File: src/include/rfid_cmd_port_defs.vh
// constants for the rfid diagnostic command port and fieldbus-side parameters
// assumes a single 200 MHz clock; included by bare name from the rtl file
`ifndef RFID_CMD_PORT_DEFS_VH
`define RFID_CMD_PORT_DEFS_VH

`define CLK_HZ        200000000
`define UART_BAUD     38400
`define HOLD_STEP_MS  10
`define MS_PER_S      1000

// register byte offsets
`define OFS_CTRL      8'h00
`define OFS_HOLD      8'h04
`define OFS_ADDR      8'h08
`define OFS_STATUS    8'h0C
`define OFS_CODE      8'h10
`define OFS_RATE      8'h14
`define OFS_SIZE      8'h18

`define ADDR_RST      7'h7E
`define ADDR_MAX      7'h7E
`define TAG_RST       8'h99
`define HOLD_BLOCK_BIT 2
`define RESP_OKAY     2'b00
`define RESP_SLVERR   2'b10

// characters
`define CH_HASH       8'h23
`define CH_CR         8'h0D
`define CH_ETX        8'h03
`define CH_ZERO       8'h30

// response kinds
`define K_NONE        3'd0
`define K_VE1         3'd1
`define K_VE2         3'd2
`define K_NOHD        3'd3
`define K_GS          3'd4
`define K_CT          3'd5

// fixed response texts; part and software numbers are arbitrary
`define STR_VE1  "00030028(C) ID\015\012UNIT\015\012#000000\015\0120000000\015\01201.01.01#\015"
`define LEN_VE1  50
`define STR_VE2  "00031020HEAD\015\012#000000\015\0120000000\015\01201.01.01#\015"
`define LEN_VE2  42
`define STR_NOHD "60031000#\015"
`define LEN_NOHD 10
`define STR_GS   "00950016 TO:0 BD:38400 HD1:"
`define LEN_GSP  27
`define LEN_GS   32
`define STR_CT   "00041000#\015"
`define LEN_CT   10
`define CT_CHAN_IDX 4

// fieldbus service codes and read-only output size
`define SRV_DX        4'h0
`define SRV_LAST      4'h8
`define IN_RO_OUT     7'd4
`endif

File: src/rtl/rfid_cmd_port.v
// rfid unit host command port: serial diagnostic interpreter plus fieldbus-side
// parameter block. assumes one clock aclk, AXI4-Lite master on the register bus,
// and an external fieldbus engine that reports services and head events.
`timescale 1ns/1ps
`include "rfid_cmd_port_defs.vh"

module rfid_cmd_port #(
  parameter integer BAUD_DIV  = `CLK_HZ / `UART_BAUD,
  parameter integer TICK_STEP = `CLK_HZ / `MS_PER_S * `HOLD_STEP_MS
) (
  input  wire        aclk,
  input  wire        aresetn,
  input  wire [7:0]  s_axi_awaddr,
  input  wire        s_axi_awvalid,
  output wire        s_axi_awready,
  input  wire [31:0] s_axi_wdata,
  input  wire [3:0]  s_axi_wstrb,
  input  wire        s_axi_wvalid,
  output wire        s_axi_wready,
  output reg  [1:0]  s_axi_bresp,
  output reg         s_axi_bvalid,
  input  wire        s_axi_bready,
  input  wire [7:0]  s_axi_araddr,
  input  wire        s_axi_arvalid,
  output wire        s_axi_arready,
  output reg  [31:0] s_axi_rdata,
  output reg  [1:0]  s_axi_rresp,
  output reg         s_axi_rvalid,
  input  wire        s_axi_rready,
  input  wire        uart_rx,
  output reg         uart_tx,
  input  wire        head_present,
  input  wire        fb_line,
  input  wire        fb_srv_valid,
  input  wire [3:0]  fb_srv_code,
  output reg         fb_srv_ack,
  output reg         fb_srv_rej,
  input  wire        new_code_valid,
  input  wire [31:0] new_code,
  output reg  [31:0] in_code,
  input  wire        diag_event,
  output reg         fb_diag_irq,
  output reg         dx_enable,
  output reg         bus_err_led,
  output reg  [6:0]  in_bytes,
  output reg  [6:0]  out_bytes,
  output reg  [6:0]  station_addr
);

  localparam [8*`LEN_VE1-1:0]  S_VE1  = `STR_VE1;
  localparam [8*`LEN_VE2-1:0]  S_VE2  = `STR_VE2;
  localparam [8*`LEN_NOHD-1:0] S_NOHD = `STR_NOHD;
  localparam [8*`LEN_GSP-1:0]  S_GS   = `STR_GS;
  localparam [8*`LEN_CT-1:0]   S_CT   = `STR_CT;
  localparam [1:0] RX_IDLE = 2'd0, RX_START = 2'd1, RX_DATA = 2'd2, RX_STOP = 2'd3;

  ////////////////////////////////////////////////////////////////////////////
  // helpers

  function [7:0] hexc;
    input [3:0] n;
    begin
      hexc = (n < 4'd10) ? (`CH_ZERO + {4'h0, n}) : (8'h37 + {4'h0, n});
    end
  endfunction

  function [3:0] hexv;
    input [7:0] c;
    begin
      if (c >= 8'h41)
        hexv = c[3:0] + 4'h9;
      else
        hexv = c[3:0];
    end
  endfunction

  function [5:0] resp_len;
    input [2:0] k;
    begin
      case (k)
        `K_VE1:  resp_len = `LEN_VE1;
        `K_VE2:  resp_len = `LEN_VE2;
        `K_NOHD: resp_len = `LEN_NOHD;
        `K_GS:   resp_len = `LEN_GS;
        `K_CT:   resp_len = `LEN_CT;
        default: resp_len = 6'd1;
      endcase
    end
  endfunction

  function [6:0] field_size;
    input [2:0] sel;
    begin
      field_size = (sel == 3'd7) ? 7'd64 : (7'd8 + {2'b00, sel, 2'b00});
    end
  endfunction

  ////////////////////////////////////////////////////////////////////////////
  // pin synchronisers: change taken once second and third stages agree

  reg [2:0] rx_sync_r, fb_sync_r;
  reg       rx_lvl_r, fb_lvl_r;

  always @(posedge aclk) begin
    if (!aresetn) begin
      rx_sync_r <= 3'b111;
      fb_sync_r <= 3'b111;
      rx_lvl_r  <= 1'b1;
      fb_lvl_r  <= 1'b1;
    end else begin
      rx_sync_r <= {rx_sync_r[1:0], uart_rx};
      fb_sync_r <= {fb_sync_r[1:0], fb_line};
      if (rx_sync_r[1] == rx_sync_r[2])
        rx_lvl_r <= rx_sync_r[2];
      if (fb_sync_r[1] == fb_sync_r[2])
        fb_lvl_r <= fb_sync_r[2];
    end
  end

  ////////////////////////////////////////////////////////////////////////////
  // serial receiver, fixed 8N1, no configuration

  reg [1:0]  rx_st_r;
  reg [31:0] rx_cnt_r;
  reg [2:0]  rx_bit_r;
  reg [7:0]  rx_sh_r;
  reg        rx_vld_r;

  always @(posedge aclk) begin
    if (!aresetn) begin
      rx_st_r  <= RX_IDLE;
      rx_cnt_r <= 32'h0000_0000;
      rx_bit_r <= 3'd0;
      rx_sh_r  <= 8'h00;
      rx_vld_r <= 1'b0;
    end else begin
      rx_vld_r <= 1'b0;
      rx_cnt_r <= rx_cnt_r + 32'h0000_0001;
      case (rx_st_r)
        RX_IDLE: begin
          rx_cnt_r <= 32'h0000_0000;
          if (!rx_lvl_r)
            rx_st_r <= RX_START;
        end
        RX_START: if (rx_cnt_r == BAUD_DIV / 2) begin
          rx_cnt_r <= 32'h0000_0000;
          rx_bit_r <= 3'd0;
          rx_st_r  <= rx_lvl_r ? RX_IDLE : RX_DATA;
        end
        RX_DATA: if (rx_cnt_r == BAUD_DIV - 1) begin
          rx_cnt_r <= 32'h0000_0000;
          rx_sh_r  <= {rx_lvl_r, rx_sh_r[7:1]};
          rx_bit_r <= rx_bit_r + 3'd1;
          if (rx_bit_r == 3'd7)
            rx_st_r <= RX_STOP;
        end
        RX_STOP: if (rx_cnt_r == BAUD_DIV - 1) begin
          rx_vld_r <= rx_lvl_r;  // framing error drops the byte
          rx_st_r  <= RX_IDLE;
        end
        default: rx_st_r <= RX_IDLE;
      endcase
    end
  end

  ////////////////////////////////////////////////////////////////////////////
  // command assembly and decode

  reg [7:0] cbuf_r [0:4];
  reg [2:0] ccnt_r;
  reg [7:0] sum_r, sum_prev_r, last_r;
  reg [2:0] tx_kind_r;
  reg [5:0] tx_idx_r;
  reg [7:0] tag_r, ct_chan_r;
  reg       tx_busy_r, tx_done_r;
  reg       term;
  reg [2:0] clen;
  integer   i;

  always @* begin
    term = 1'b0;
    clen = ccnt_r - 3'd1;
    if (ccnt_r != 3'd0) begin
      if (rx_sh_r == `CH_CR && last_r == `CH_HASH)
        term = 1'b1;
      if (rx_sh_r == `CH_ETX && last_r == sum_prev_r)
        term = 1'b1;
    end
  end

  always @(posedge aclk) begin
    if (!aresetn) begin
      for (i = 0; i < 5; i = i + 1)
        cbuf_r[i] <= 8'h00;
      ccnt_r     <= 3'd0;
      sum_r      <= 8'h00;
      sum_prev_r <= 8'h00;
      last_r     <= 8'h00;
      tx_kind_r  <= `K_NONE;
      tag_r      <= `TAG_RST;
      ct_chan_r  <= `CH_ZERO;
    end else begin
      if (tx_done_r) begin
        if (tx_kind_r == `K_VE1)
          tx_kind_r <= head_present ? `K_VE2 : `K_NOHD;
        else
          tx_kind_r <= `K_NONE;
      end
      if (rx_vld_r) begin
        if (rx_sh_r == `CH_CR || rx_sh_r == `CH_ETX) begin
          // any ending clears the buffer; a wrong sum just discards
          ccnt_r <= 3'd0;
          sum_r  <= 8'h00;
          last_r <= 8'h00;
          // commands arriving while a reply is going out are dropped
          if (term && tx_kind_r == `K_NONE) begin
            if (clen == 3'd2 && cbuf_r[0] == "V" && cbuf_r[1] == "E")
              tx_kind_r <= `K_VE1;
            if (clen == 3'd2 && cbuf_r[0] == "G" && cbuf_r[1] == "S")
              tx_kind_r <= `K_GS;
            if (clen == 3'd5 && cbuf_r[0] == "C" && cbuf_r[1] == "T") begin
              tx_kind_r <= `K_CT;
              ct_chan_r <= cbuf_r[2];
              if (cbuf_r[2] == "1")
                tag_r <= {hexv(cbuf_r[3]), hexv(cbuf_r[4])};
            end
          end
        end else begin
          if (ccnt_r < 3'd5)
            cbuf_r[ccnt_r] <= rx_sh_r;
          if (ccnt_r != 3'd7)
            ccnt_r <= ccnt_r + 3'd1;
          last_r     <= rx_sh_r;
          sum_prev_r <= sum_r;
          sum_r      <= sum_r + rx_sh_r;
        end
      end
    end
  end

  ////////////////////////////////////////////////////////////////////////////
  // reply serialiser; headers carry status, 0, code, channel, length

  reg [7:0] tx_char;

  always @* begin
    case (tx_kind_r)
      `K_VE1:  tx_char = S_VE1[(`LEN_VE1 - 1 - tx_idx_r) * 8 +: 8];
      `K_VE2:  tx_char = S_VE2[(`LEN_VE2 - 1 - tx_idx_r) * 8 +: 8];
      `K_NOHD: tx_char = S_NOHD[(`LEN_NOHD - 1 - tx_idx_r) * 8 +: 8];
      `K_GS: begin
        if (tx_idx_r < `LEN_GSP)
          tx_char = S_GS[(`LEN_GSP - 1 - tx_idx_r) * 8 +: 8];
        else if (tx_idx_r == `LEN_GSP)
          tx_char = head_present ? "0" : "1";
        else if (tx_idx_r == `LEN_GSP + 1)
          tx_char = hexc(tag_r[7:4]);
        else if (tx_idx_r == `LEN_GSP + 2)
          tx_char = hexc(tag_r[3:0]);
        else if (tx_idx_r == `LEN_GSP + 3)
          tx_char = `CH_HASH;
        else
          tx_char = `CH_CR;
      end
      `K_CT:   tx_char = (tx_idx_r == `CT_CHAN_IDX) ? ct_chan_r :
                         S_CT[(`LEN_CT - 1 - tx_idx_r) * 8 +: 8];
      default: tx_char = 8'h00;
    endcase
  end

  reg [9:0]  tx_sh_r;
  reg [3:0]  tx_bit_r;
  reg [31:0] tx_cnt_r;

  always @(posedge aclk) begin
    if (!aresetn) begin
      uart_tx   <= 1'b1;
      tx_busy_r <= 1'b0;
      tx_done_r <= 1'b0;
      tx_idx_r  <= 6'd0;
      tx_sh_r   <= 10'h3FF;
      tx_bit_r  <= 4'd0;
      tx_cnt_r  <= 32'h0000_0000;
    end else begin
      tx_done_r <= 1'b0;
      if (!tx_busy_r) begin
        uart_tx <= 1'b1;
        if (tx_kind_r != `K_NONE && !tx_done_r) begin
          tx_sh_r   <= {1'b1, tx_char, 1'b0};
          tx_busy_r <= 1'b1;
          tx_bit_r  <= 4'd0;
          tx_cnt_r  <= 32'h0000_0000;
        end
      end else begin
        uart_tx  <= tx_sh_r[0];
        tx_cnt_r <= tx_cnt_r + 32'h0000_0001;
        if (tx_cnt_r == BAUD_DIV - 1) begin
          tx_cnt_r <= 32'h0000_0000;
          tx_sh_r  <= {1'b1, tx_sh_r[9:1]};
          tx_bit_r <= tx_bit_r + 4'd1;
          if (tx_bit_r == 4'd9) begin
            tx_busy_r <= 1'b0;
            if (tx_idx_r == resp_len(tx_kind_r) - 6'd1) begin
              tx_idx_r  <= 6'd0;
              tx_done_r <= 1'b1;
            end else
              tx_idx_r <= tx_idx_r + 6'd1;
          end
        end
      end
    end
  end

  ////////////////////////////////////////////////////////////////////////////
  // fieldbus side: services, bit-rate measure, hold time, diagnostics

  reg        irq_en_r, ro_mode_r;
  reg [2:0]  size_sel_r;
  reg [7:0]  hold_r, hold_left_r;
  reg [31:0] tick_cnt_r;
  reg        pend_r;
  reg [31:0] pend_code_r;
  reg [15:0] run_r, rate_min_r;
  reg        fb_prev_r;

  always @(posedge aclk) begin
    if (!aresetn) begin
      fb_srv_ack  <= 1'b0;
      fb_srv_rej  <= 1'b0;
      fb_diag_irq <= 1'b0;
      dx_enable   <= 1'b0;
      bus_err_led <= 1'b1;
      in_bytes    <= 7'd8;
      out_bytes   <= 7'd8;
      in_code     <= 32'h0000_0000;
      pend_r      <= 1'b0;
      pend_code_r <= 32'h0000_0000;
      hold_left_r <= 8'h00;
      tick_cnt_r  <= 32'h0000_0000;
      run_r       <= 16'h0000;
      rate_min_r  <= 16'hFFFF;
      fb_prev_r   <= 1'b1;
    end else begin
      dx_enable   <= ~hold_r[`HOLD_BLOCK_BIT];
      bus_err_led <= hold_r[`HOLD_BLOCK_BIT];
      // data exchange refused while parameters block it
      fb_srv_ack <= fb_srv_valid && fb_srv_code <= `SRV_LAST &&
                    (fb_srv_code != `SRV_DX || dx_enable);
      fb_srv_rej <= fb_srv_valid && !(fb_srv_code <= `SRV_LAST &&
                    (fb_srv_code != `SRV_DX || dx_enable));
      fb_diag_irq <= diag_event & irq_en_r;
      in_bytes  <= field_size(size_sel_r);
      out_bytes <= ro_mode_r ? `IN_RO_OUT : field_size(size_sel_r);
      // shortest run between line edges tracks the master bit time
      fb_prev_r <= fb_lvl_r;
      if (fb_lvl_r != fb_prev_r) begin
        run_r <= 16'h0000;
        if (run_r < rate_min_r)
          rate_min_r <= run_r;
      end else if (run_r != 16'hFFFF)
        run_r <= run_r + 16'h0001;
      // hold window in 10 ms steps; prescaler restarts at each load
      tick_cnt_r <= tick_cnt_r + 32'h0000_0001;
      if (tick_cnt_r == TICK_STEP - 1) begin
        tick_cnt_r <= 32'h0000_0000;
        if (hold_left_r != 8'h00)
          hold_left_r <= hold_left_r - 8'h01;
      end
      if (new_code_valid) begin
        pend_r      <= 1'b1;
        pend_code_r <= new_code;
      end
      if (pend_r && hold_left_r == 8'h00 && !new_code_valid) begin
        in_code     <= pend_code_r;
        pend_r      <= 1'b0;
        hold_left_r <= hold_r;
        tick_cnt_r  <= 32'h0000_0000;
      end
    end
  end

  ////////////////////////////////////////////////////////////////////////////
  // AXI4-Lite slave

  reg        aw_full_r, w_full_r;
  reg [7:0]  aw_addr_r;
  reg [31:0] w_data_r;
  reg [3:0]  w_strb_r;

  assign s_axi_awready = ~aw_full_r & ~s_axi_bvalid;
  assign s_axi_wready  = ~w_full_r & ~s_axi_bvalid;
  assign s_axi_arready = ~s_axi_rvalid;

  always @(posedge aclk) begin
    if (!aresetn) begin
      aw_full_r    <= 1'b0;
      w_full_r     <= 1'b0;
      aw_addr_r    <= 8'h00;
      w_data_r     <= 32'h0000_0000;
      w_strb_r     <= 4'h0;
      s_axi_bvalid <= 1'b0;
      s_axi_bresp  <= `RESP_OKAY;
      irq_en_r     <= 1'b0;
      ro_mode_r    <= 1'b0;
      size_sel_r   <= 3'd0;
      hold_r       <= 8'h00;
      station_addr <= `ADDR_RST;
    end else begin
      if (s_axi_awvalid && s_axi_awready) begin
        aw_full_r <= 1'b1;
        aw_addr_r <= s_axi_awaddr;
      end
      if (s_axi_wvalid && s_axi_wready) begin
        w_full_r <= 1'b1;
        w_data_r <= s_axi_wdata;
        w_strb_r <= s_axi_wstrb;
      end
      if (s_axi_bvalid && s_axi_bready)
        s_axi_bvalid <= 1'b0;
      if (aw_full_r && w_full_r && !s_axi_bvalid) begin
        aw_full_r    <= 1'b0;
        w_full_r     <= 1'b0;
        s_axi_bvalid <= 1'b1;
        s_axi_bresp  <= `RESP_OKAY;
        case (aw_addr_r)
          `OFS_CTRL: if (w_strb_r[0]) begin
            irq_en_r   <= w_data_r[0];
            ro_mode_r  <= w_data_r[1];
            size_sel_r <= w_data_r[4:2];
          end
          `OFS_HOLD: if (w_strb_r[0])
            hold_r <= w_data_r[7:0];
          `OFS_ADDR: if (w_strb_r[0] && w_data_r[6:0] <= `ADDR_MAX && !w_data_r[7])
            station_addr <= w_data_r[6:0];
          default: s_axi_bresp <= `RESP_SLVERR;
        endcase
      end
    end
  end

  always @(posedge aclk) begin
    if (!aresetn) begin
      s_axi_rvalid <= 1'b0;
      s_axi_rdata  <= 32'h0000_0000;
      s_axi_rresp  <= `RESP_OKAY;
    end else begin
      if (s_axi_rvalid && s_axi_rready)
        s_axi_rvalid <= 1'b0;
      if (s_axi_arvalid && s_axi_arready) begin
        s_axi_rvalid <= 1'b1;
        s_axi_rresp  <= `RESP_OKAY;
        case (s_axi_araddr)
          `OFS_CTRL:   s_axi_rdata <= {27'h0, size_sel_r, ro_mode_r, irq_en_r};
          `OFS_HOLD:   s_axi_rdata <= {24'h0, hold_r};
          `OFS_ADDR:   s_axi_rdata <= {25'h0, station_addr};
          `OFS_STATUS: s_axi_rdata <= {16'h0, tag_r, 4'h0, pend_r, tx_busy_r,
                                       head_present, dx_enable};
          `OFS_CODE:   s_axi_rdata <= in_code;
          `OFS_RATE:   s_axi_rdata <= {16'h0, rate_min_r};
          `OFS_SIZE:   s_axi_rdata <= {17'h0, out_bytes, 1'b0, in_bytes};
          default: begin
            s_axi_rdata <= 32'h0000_0000;
            s_axi_rresp <= `RESP_SLVERR;
          end
        endcase
      end
    end
  end

endmodule // rfid_cmd_port
File: config.mk
export PLATFORM = sky130hd
export DESIGN_NAME = rfid_cmd_port
export DESIGN_NICKNAME = d
export VERILOG_FILES = /design/src/rtl/rfid_cmd_port.v
export VERILOG_INCLUDE_DIRS = /design/src /design/src/include
export SDC_FILE = /design/constraint.sdc
export NUM_CORES = 1
export LEC_CHECK = 0
export ABC_AREA = 1
export BUFFER_PORTS_ARGS = -buffer_cell sky130_fd_sc_hd__buf_4
export CORE_AREA = 2 2 250 252
export DETAILED_ROUTE_END_ITERATION = 8
export DIE_AREA = 0 0 252 254
export GPL_TIMING_DRIVEN = 0
export PLACE_DENSITY = 0.64
export RECOVER_POWER = 100
export SYNTH_ARGS = -nofsm -noshare
export SYNTH_HDL_FRONTEND = slang
export SYNTH_SLANG_ARGS = --single-unit
File: constraint.sdc
create_clock -name aclk -period 2.9 [get_ports aclk]
set_clock_uncertainty 0.15 [all_clocks]
set_input_delay 0 -clock aclk [delete_from_list [all_inputs] [get_ports aclk]]
set_output_delay 0 -clock aclk [all_outputs]
set_load 0.02 [all_outputs]
# == After elaboration in Yosys (flattened, before gate mapping) ==
# Memories as Yosys holds them, arrays and structs flattened.
# Cells that the tools add are included.
# totals
ram_bits,40
in_bits,101
memories,1
word_cells,311
output_inout_bits,100
reg_bits,389
# mem_list
memory,depth,word_bits,read_ports,rd_clocked_by_memory_dff,write_ports,line,source
cbuf_r,5,8,5,0,5,rfid_cmd_port.v:169,reg [7:0] cbuf_r [0:4];
# classes
n_lt_le_gt_ge,9
add_sub_neg,23
reduce_logical,74
n_mux,82
shifts,5
eq_ne,53
bitwise_logic,10
# ops
op,count
"indexed part select 400 x 33 -> 8 bit, first input constant",1
"indexed part select 336 x 33 -> 8 bit, first input constant",1
one-hot mux 32 bit (7 select lines),1
"indexed part select 216 x 33 -> 8 bit, first input constant",1
two-way mux 32 bit,5
"indexed part select 80 x 33 -> 8 bit, first input constant",2
"adder 32 x 1 -> 32 bit, second input constant",3
one-hot mux 32 bit (3 select lines),1
"equality test 32 x 13 -> 1 bit, second input constant",2
two-way mux 8 bit,8
"equality test 8 x 7 -> 1 bit, second input constant",6
two-way mux 7 bit,6
one-hot mux 8 bit (5 select lines),1
two-way mux 3 bit,12
two-way mux 6 bit,6
"equality test 32 x 12 -> 1 bit, second input constant",1
"equality test 32 x 21 -> 1 bit, second input constant",1
"equality test 8 x 4 -> 1 bit, second input constant",4
two-way mux 10 bit,3
"adder 6 x 4 -> 7 bit, first input constant",4
logical AND 1 bit,25
"equality test 6 x 5 -> 1 bit, second input constant",4
"equality test 8 x 5 -> 1 bit, second input constant",3
zero test 8 bit,3
62 further kinds,152

# == Depth between registers and ports, before layout ==
# Gate-level depths: netlist of run 1.
# logic_depth
depth_word,10
ltp_mapped,20
mapped_depth_nobuf,18

# == Worst setup path before layout of run 1 ==
# Ideal clock, no wire load.
# synth_timing
path_kind,flip-flop to flip-flop
from,register tx_idx_r[1]
to,register tx_sh_r[1]
required_ns,2.680
t_arrival_ns,2.402
path_stages_with_launch,16
path_buffers,4
slack_ns,0.278
cell_sequence,dfxtp_1 inv_2 buf_4 buf_2 ha_1 buf_2 inv_1 buf_1 nand3_1 o21ai_0 nand2_1 a21oi_1 nand2_1 nand3_1 nand2_1 a21oi_1
# synth_via
elab_chain_cells,8
word_cells_on_any_way,22
cone_classes,add/sub (4); order compare (1); eq/ne (4); shift (5); mux (8)
# synth_rtl
element,line,source
from (decl),rfid_cmd_port.v:173,reg [5:0] tx_idx_r;
from (signal assigned),rfid_cmd_port.v:307,tx_idx_r <= tx_idx_r + 6'd1;
"parallel branches: the longest is 5 deep, another holds subtractor 5 x 6 -> 7 bit",n/a,
one-hot mux 8 bit (5 select lines) *,rfid_cmd_port.v:247,case (tx_kind_r)
two-way mux 10 bit *,rfid_cmd_port.v:288,if (tx_kind_r != `K_NONE && !tx_done_r) begin
two-way mux 10 bit *,rfid_cmd_port.v:286,if (!tx_busy_r) begin
to (signal assigned),rfid_cmd_port.v:289,"tx_sh_r <= {1'b1, tx_char, 1'b0};"
to (signal assigned),rfid_cmd_port.v:299,"tx_sh_r <= {1'b1, tx_sh_r[9:1]};"
to (decl),rfid_cmd_port.v:271,reg [9:0] tx_sh_r;
# Every way passes the cells marked *. The select of a mux whose other input is x is not followed.
# A chain may end at the register's enable or synchronous reset.

# == Worst setup path after layout of run 1 ==
# layout_timing
from,input s_axi_araddr[4]
to,register s_axi_rdata[2]
# layout_via
elab_chain_cells,2
word_cells_on_any_way,8
cone_classes,eq/ne (6); mux (1); reduce/logical (1)
# layout_rtl
element,line,source
from (decl),rfid_cmd_port.v:23,"input wire [7:0] s_axi_araddr,"
equality test 8 x 5 -> 1 bit (tied with other cells),rfid_cmd_port.v:452,case (s_axi_araddr)
one-hot mux 32 bit (7 select lines) *,rfid_cmd_port.v:452,
to (signal assigned),rfid_cmd_port.v:453,"`OFS_CTRL: s_axi_rdata <= {27'h0, size_sel_r, ro_mode_r, irq_en_r};"
to (signal assigned),rfid_cmd_port.v:454,"`OFS_HOLD: s_axi_rdata <= {24'h0, hold_r};"
to (signal assigned),rfid_cmd_port.v:455,"`OFS_ADDR: s_axi_rdata <= {25'h0, station_addr};"
to (decl),rfid_cmd_port.v:26,"output reg [31:0] s_axi_rdata,"
# Mark *: on every way between the ends. The rest lies on a longest branch, timed or not.

==> results.ini, run 1 <==
[synthesis]
synth_area_um2=21900
avgSynthCellArea_um2=7.13
yosysTopAreaCellShare_pct=34.9
yosysSeqAreaShare_pct=40.4
synth_top_area_cell=dfxtp_1
yosysWarnings=0
synth_edf_count=40
synth-main-ff-cell=dfxtp_1
synthCells=3075
synth_seq_cells=422
ys_top_cells_by_area=dfxtp_1 (35%), nand2_1 (9.7%), nor2_1 (7.4%)
synth.distinct_cells=63
async_flop_share_pct=0

[floorplan]
io_pins=201
die_w_um=252
rows=91
die_y_um=254
die_area_um2=64000
initial_core_util_pct=35.8
core_area_um2=61300

[timing]
tightest_slew_ns=1.16
slew_violations=0
final.setup.worst_slack_ns=0.0780
layout_min_cycle_time_ns=2.82
max_slew_margin_pct=22.1
rsz0062_at_grt=true
clock.fmax_mhz=354
final_hold_viol_count=0
min_period_over_period_pct=97.3
setup_viol=0

[global_routing]
groute.usage.overall_pct=20.9
antenna_found_initial=2
grt_max_degree=15
grt_pass1_vias=20400
gr-total-overflow=0
grt_pass1_wl_um=109000

[clocking]
clk_latency_ns=0.61
clk_pin_slew_ns=0.06
cts.sinks=422
tritoncts=yes
cts_made_buffers=48
clockRootBuffer=clkbuf_16
cts.htree.levels=2
clockBufferDepth=3

[worst_setup_path]
worst-path-buf-inv=5
critPathTopFamily=buffers and inverters
path_cells=dlygate4sd3_1 -> clkbuf_4 -> nor2_1 -> dlygate4sd3_1 -> nand2_1 -> clkinv_1 -> nand4_1 -> nor2_1 -> a211oi_2 -> nand4_1 -> nand2_1 -> a21oi_1 -> dlygate4sd3_1
critPathMaxFanout=9
required_ns=3.24
crit_type=in2reg
crit_top_cell=dlygate4sd3_1
slowest_stage=dlygate4sd3_1
crit_path_end_kind=flip-flop
startpoint_type=input port
cp_slowest_stage_delay_ns=0.59
cp.arrival_ns=3.17

[routing]
drtAntennaViolNets=0
drt_iter0_markers=1887
via_count=22000
remaining_drc_errors=0
routed_wl_um=68800
vias_per_cell=5.15
wl_per_cell_um=16.1
firstDrtPassIters=6

[pwr]
worst_ir_drop_vdd_uv=538
powerDensity_nw_per_um2=577
p_leak_nw=11.1
total_power_mw=15.6

[cells_and_area]
post-route-util_pct=44.1
nNetsFinal=3592
area_growth_pct=23.3
drive_gt1_share_pct=9.47
fin_cells=4267

[placement]
place_congestion=0.955
dpl_worst_slack_ns=-0.449
placedCellCount=4036
dp_hpwl_um=49500
io_buffers=166

[outcome]
status=finished clean

[min_path]
min_path_type=in2reg

[run]
max-cap-violations=0

## per-layer routing
layer	routed length, um	part of all wire [%]	vias up	track usage, %
met4	2300	3.3	0	7.34
met2	31000	45	686	33.4
met5	0	0	-	0
met1	31300	45	10200	28.7
met3	4260	6.2	150	3.13
li1	-	-	11000	-
## kinds of logic after synthesis
kind of cell / Yosys count / share of synthesized area, %
AO/OA/AOI/OAI: 588 / 14.8
buffers and inverters: 464 / 8.50
AND/OR/NAND/NOR: 1483 / 30.6
XOR/XNOR: 61 / 2.47
other: 1 / 0.0171
adder cells (fa/ha/maj): 56 / 3.23
flip-flops: 422 / 40.4
## cells in the final DEF (no fill, tap or decap), types with 17 or more instances in the layout
cell,synthesis,layout
a211oi_1,18,17
a21oi_1,218,214
buf_2,25,21
buf_4,16,90
clkbuf_1,66,168
clkbuf_16,0,49
dfxtp_1,382,381
dlygate4sd3_1,0,136
edfxtp_1,40,40
ha_1,55,54
inv_1,325,325
nand2_1,568,567
nand2_2,22,23
nand3_1,192,192
nand4_1,72,72
nor2_1,433,433
nor3_1,66,65
nor4_1,35,35
o211ai_1,37,37
o21ai_0,237,237
o22ai_1,17,17
xor2_1,44,44
## final cells by class
type	count	area (um2)
plain buffers	114	583
well taps	790	988
flip-flops and latches	422	8850
clock buffers	67	1360
inverters	350	1330
diodes	2	5.00
clock inverters	23	368
repair buffers	305	2280
multi-input cells	2194	11300
fillers	6296	34200
## power breakdown
part / leakage, nW / switching [mW] / internal (mW)
Sequential: 3.48 / 0.275 / 6.25
Combinational: 6.80 / 1.64 / 0.799
Clock: 0.838 / 2.61 / 4.03
## Yosys cell counts (6+ instances only)
library cell  instances
o21ai_1              10
nor3_2                7
nand3b_1              8
nor2_4                8
o21ai_0             237
xnor2_1              16
or2_2                15
inv_1               325
a21oi_1             218
nand4_1              72
inv_2                18
nor2_1              433
nor3b_1              11
o22ai_1              17
nor4_1               35
buf_2                25
a221oi_1              7
edfxtp_1             40
dfxtp_1             382
nand2_1             568
buf_4                16
nor2_2               16
o211ai_1             37
clkbuf_1             66
ha_1                 55
xor2_1               44
clkinv_1              7
a211oi_1             18
nand2_2              22
o31ai_1               7
nand3_2               6
nand3_1             192
nor3_1               66
## through the flow
| step | setup TNS [ns] | hold slack (ns) | instance area (um2) |
|---|---|---|---|
| after CTS | 0 | 0.00448 | 27300 |
| after global placement | -14.36 | 0.0722 | 24200 |
| after global routing | -0.111 | 0.0608 | 27000 |
| final | 0 | 0.0479 | 27000 |
| after detailed placement | -10.95 | 0.0769 | 24200 |
| after floorplan | 0 | -0.0434 | 21900 |
## worst min-delay path, stage by stage
cell and delay [ns]:
dlygate4sd3_1 0.53, buf_4 0.10, nand2_1 0.05, nor2_1 0.07
## repair_timing
action	in CTS	in global routing
gates resized for setup	12	24
setup buffers	1	2
hold endpoints to repair	67	0
cloned	0	0
hold buffers	136	0
setup endpoints to repair	15	55
pin swaps	0	1
## final timing paths
path	slack, ns	cells past startpoint	startpoint	end
worst max-delay path	0.08	13	s_axi_araddr[4]	s_axi_rdata[2]
worst min-delay path	0.05	4	diag_event	fb_diag_irq
worst max register to register	0.09	18	tx_idx_r[1]	tx_sh_r[3]
worst min register to register	0.27	1	fb_sync_r[0]	fb_sync_r[1]
## sequential cells by signal, indices dropped and copies added, names as in the netlist, 7 cells and up, named ones only
name / flops
run_r: 16
s_axi_rdata: 32
aw_addr_r: 8
sum_r: 8
tx_sh_r: 9
hold_left_r: 8
pend_code_r: 32
hold_r: 8
tick_cnt_r: 32
tx_cnt_r: 32
sum_prev_r: 8
rx_sh_r: 8
rx_cnt_r: 32
in_code: 32
last_r: 8
ct_chan_r: 8
tag_r: 8
w_data_r: 8
cbuf_r: 40
rate_min_r: 16
station_addr: 7
No activity file was read; power rests on OpenSTA's default activity.
==> run 2: changes to the inputs <==
--- a/config.mk
+++ b/config.mk
@@ -12,6 +12,7 @@
 export DETAILED_ROUTE_END_ITERATION = 8
 export DIE_AREA = 0 0 252 254
 export GPL_TIMING_DRIVEN = 0
+export MAX_ROUTING_LAYER = met4
 export PLACE_DENSITY = 0.64
 export RECOVER_POWER = 100
 export SYNTH_ARGS = -nofsm -noshare
==> run 2 against run 1 <==
First-iteration DRC count is 4.3% lower; routed wire length is 0.28% lower; critical path type is now reg2reg; final cell count hardly changed; final area is 0.66% lower; critical path depth is 2 higher; sequential share of layout area is 0.22 points higher; hold slack worse by 0.023 ns; sequential cell count stayed put; global-route usage is 0.45 points higher; clock power is 6.3% lower; die area stayed put.
==> results.ini, run 2 (synthesized netlist as in run 1, its figures left out) <==
[worst_setup_path]
crit_start=tx_idx_r[1]
cp.arrival_ns=3.16  ; about the same
rrSetupSlack_ns=0.11  ; +0.02 ns
crit_path_end=tx_sh_r[1]
r2r_start=tx_idx_r[1]
critPathMaxFanout=12  ; +3
crit_path_end_kind=flip-flop
crit_type=reg2reg
startpoint_type=flip-flop
rr_worst_depth=15  ; -3
rr_endpoint=tx_sh_r[1]
required_ns=3.27  ; +0.03 ns

[placement]
io_buffers=166  ; unchanged
dpl_cell_area_um2=24200  ; unchanged
dpl_worst_slack_ns=-0.457  ; -0.00740 ns
place_congestion=0.979  ; +2.6%
dp_hpwl_um=49700  ; +0.41%
placedCellCount=4036  ; unchanged

[global_routing]
antenna_found_initial=1  ; -1
grt_max_degree=14  ; -1
grt_pass1_vias=20200  ; -1.1%
grt_pass1_wl_um=107000  ; -1.3%
gr-total-overflow=0  ; unchanged
groute.usage.overall_pct=21.4  ; +0.45 points

[cells_and_area]
largest_register_ffs=40  ; unchanged
regMostFlops=cbuf_r
area_growth_pct=22.5
postLayoutCellArea_um2=26800  ; -0.66%
fin_cells=4263  ; -0.094%
drive_gt1_share_pct=9.19  ; -0.28 points
fillCellCount=6236  ; -0.95%
mostFrequentLayoutCells=nand2_1 (565), nor2_1 (433), dfxtp_1 (381)
layout_commonest_cell=nand2_1
nNetsFinal=3591  ; -0.028%

[clocking]
clk_latency_ns=0.60  ; about the same
tritoncts=yes
clockBufferDepth=3  ; unchanged
cts_made_buffers=48  ; unchanged
clk_pin_slew_ns=0.06  ; about the same
cts.sinks=422  ; unchanged
clockRootBuffer=clkbuf_16
cts.htree.levels=2  ; unchanged

[floorplan]
initial_core_util_pct=35.8  ; unchanged
io_pins=201  ; unchanged
rows=91  ; unchanged
die_area_um2=64000  ; unchanged
core_area_um2=61300  ; unchanged
die_w_um=252  ; unchanged
die_y_um=254  ; unchanged

[pwr]
p_leak_nw=11.1  ; -0.65%
powerDensity_nw_per_um2=564  ; -2.3%
total_power_mw=15.1  ; -2.9%
worst_ir_drop_vdd_uv=451  ; -16%

[routing]
wl_per_cell_um=16.1  ; -0.19%
remaining_drc_errors=0  ; unchanged
drt_iter0_markers=1805  ; -4.3%
via_count=22000  ; +0.064%
vias_per_cell=5.16  ; +0.16%
drtAntennaViolNets=0  ; unchanged
firstDrtPassIters=6  ; unchanged
routed_wl_um=68600  ; -0.28%

[timing]
rsz0062_at_grt=true
min_period_over_period_pct=96.1  ; -1.2 points
layout_min_cycle_time_ns=2.79  ; -0.0348 ns
slew_violations=0  ; unchanged
final_hold_viol_count=0  ; unchanged
tightest_slew_ns=1.18  ; +0.0248 ns
max_slew_margin_pct=21.0  ; -1.1 points
clock.fmax_mhz=359  ; +1.2%
setup_viol=0  ; unchanged
final.setup.worst_slack_ns=0.113  ; +0.0348 ns

[outcome]
status=finished clean

[min_path]
min_path_type=in2reg
holdPathStages=8  ; +4

[run]
max-cap-violations=0  ; unchanged

## run 2: cell count changes in the layout (fill, tap and decap cells not counted), moves of 5 or more
| cell | before | now |
|---|---|---|
| buf_2 | 21 | 10 |
| clkbuf_1 | 168 | 175 |
| dlygate4sd3_1 | 136 | 130 |
| clkbuf_8 | 7 | 14 |
| nor3_2 | 8 | 3 |
| bufinv_16 | 8 | 2 |
| nor3_1 | 65 | 70 |
## run 2: layout make-up
type | count | area (um2) | share of cell area [%]
sequential | 422 | 8850 | 33.0
inverter | 350 | 1330 | 4.95
buffer | 114 | 581 | 2.16
tap | 790 | 988 | 3.68
antenna | 1 | 2.50 | 0.00932
clock buffer | 72 | 1450 | 5.41
multi-input combinational | 2194 | 11200 | 41.8
clock inverter | 16 | 161 | 0.601
timing repair buffer | 304 | 2250 | 8.40
## run 2: how the worst min path moves through the flow
stage / startpoint / to / slack [ns]
global placement: new_code[1] / pend_code_r[1] / 0.07
detailed placement: new_code[27] / pend_code_r[27] / 0.08
CTS: s_axi_araddr[4] / s_axi_rdata[0] / 0.001
global route: s_axi_araddr[6] / s_axi_rdata[0] / 0.05
finish: s_axi_araddr[0] / s_axi_rdata[0] / 0.02
floorplan: fb_line / fb_sync_r[0] / -0.04
## run 2: layer usage
layer  global-route usage, %  share of wire (%)  vias up
li1                        -                  -    11000
met1                    28.4                 46    10300
met2                    33.4                 45      647
met3                    2.54                5.8      142
met4                    7.79                3.1        0
met5                       -                  0        -
## run 2: power breakdown
group          switching (mW)  total [mW]  internal, mW
Clock                    2.57        6.22          3.65
Sequential              0.268        6.51          6.25
Combinational            1.63        2.42         0.788
Total                    4.46        15.1          10.7
## run 2: through the flow
step	setup TNS [ns]	util, %	hold slack, ns
after floorplan	0	-	-0.0434
after global placement	-13.94	39.5	0.0725
after detailed placement	-13.09	39.5	0.0797
after CTS	0	44.3	0.00101
after global routing	-0.0569	43.8	0.0486
final	0	43.8	0.0247
## run 2: what timing repair did
item                                   in CTS  in global routing
pin swaps                                   0                  1
buffers inserted                            0                  8
hold buffers                              130                  0
endpoints found under the hold margin      67                  0
gates resized for setup                    12                 35
setup endpoints to repair                  47                 57
## run 2: worst max-delay path, stage by stage (launching register included)
cell      delay, ns
dfxtp_4        0.39
inv_2          0.05
buf_4          0.18
buf_8          0.16
ha_1           0.28
clkbuf_4       0.18
inv_2          0.11
clkbuf_4       0.23
nand3_1        0.11
o21ai_0        0.21
nand2_1        0.08
a21oi_1        0.14
nand2_1        0.11
nand3_1        0.13
nand2_1        0.06
a21oi_1        0.13
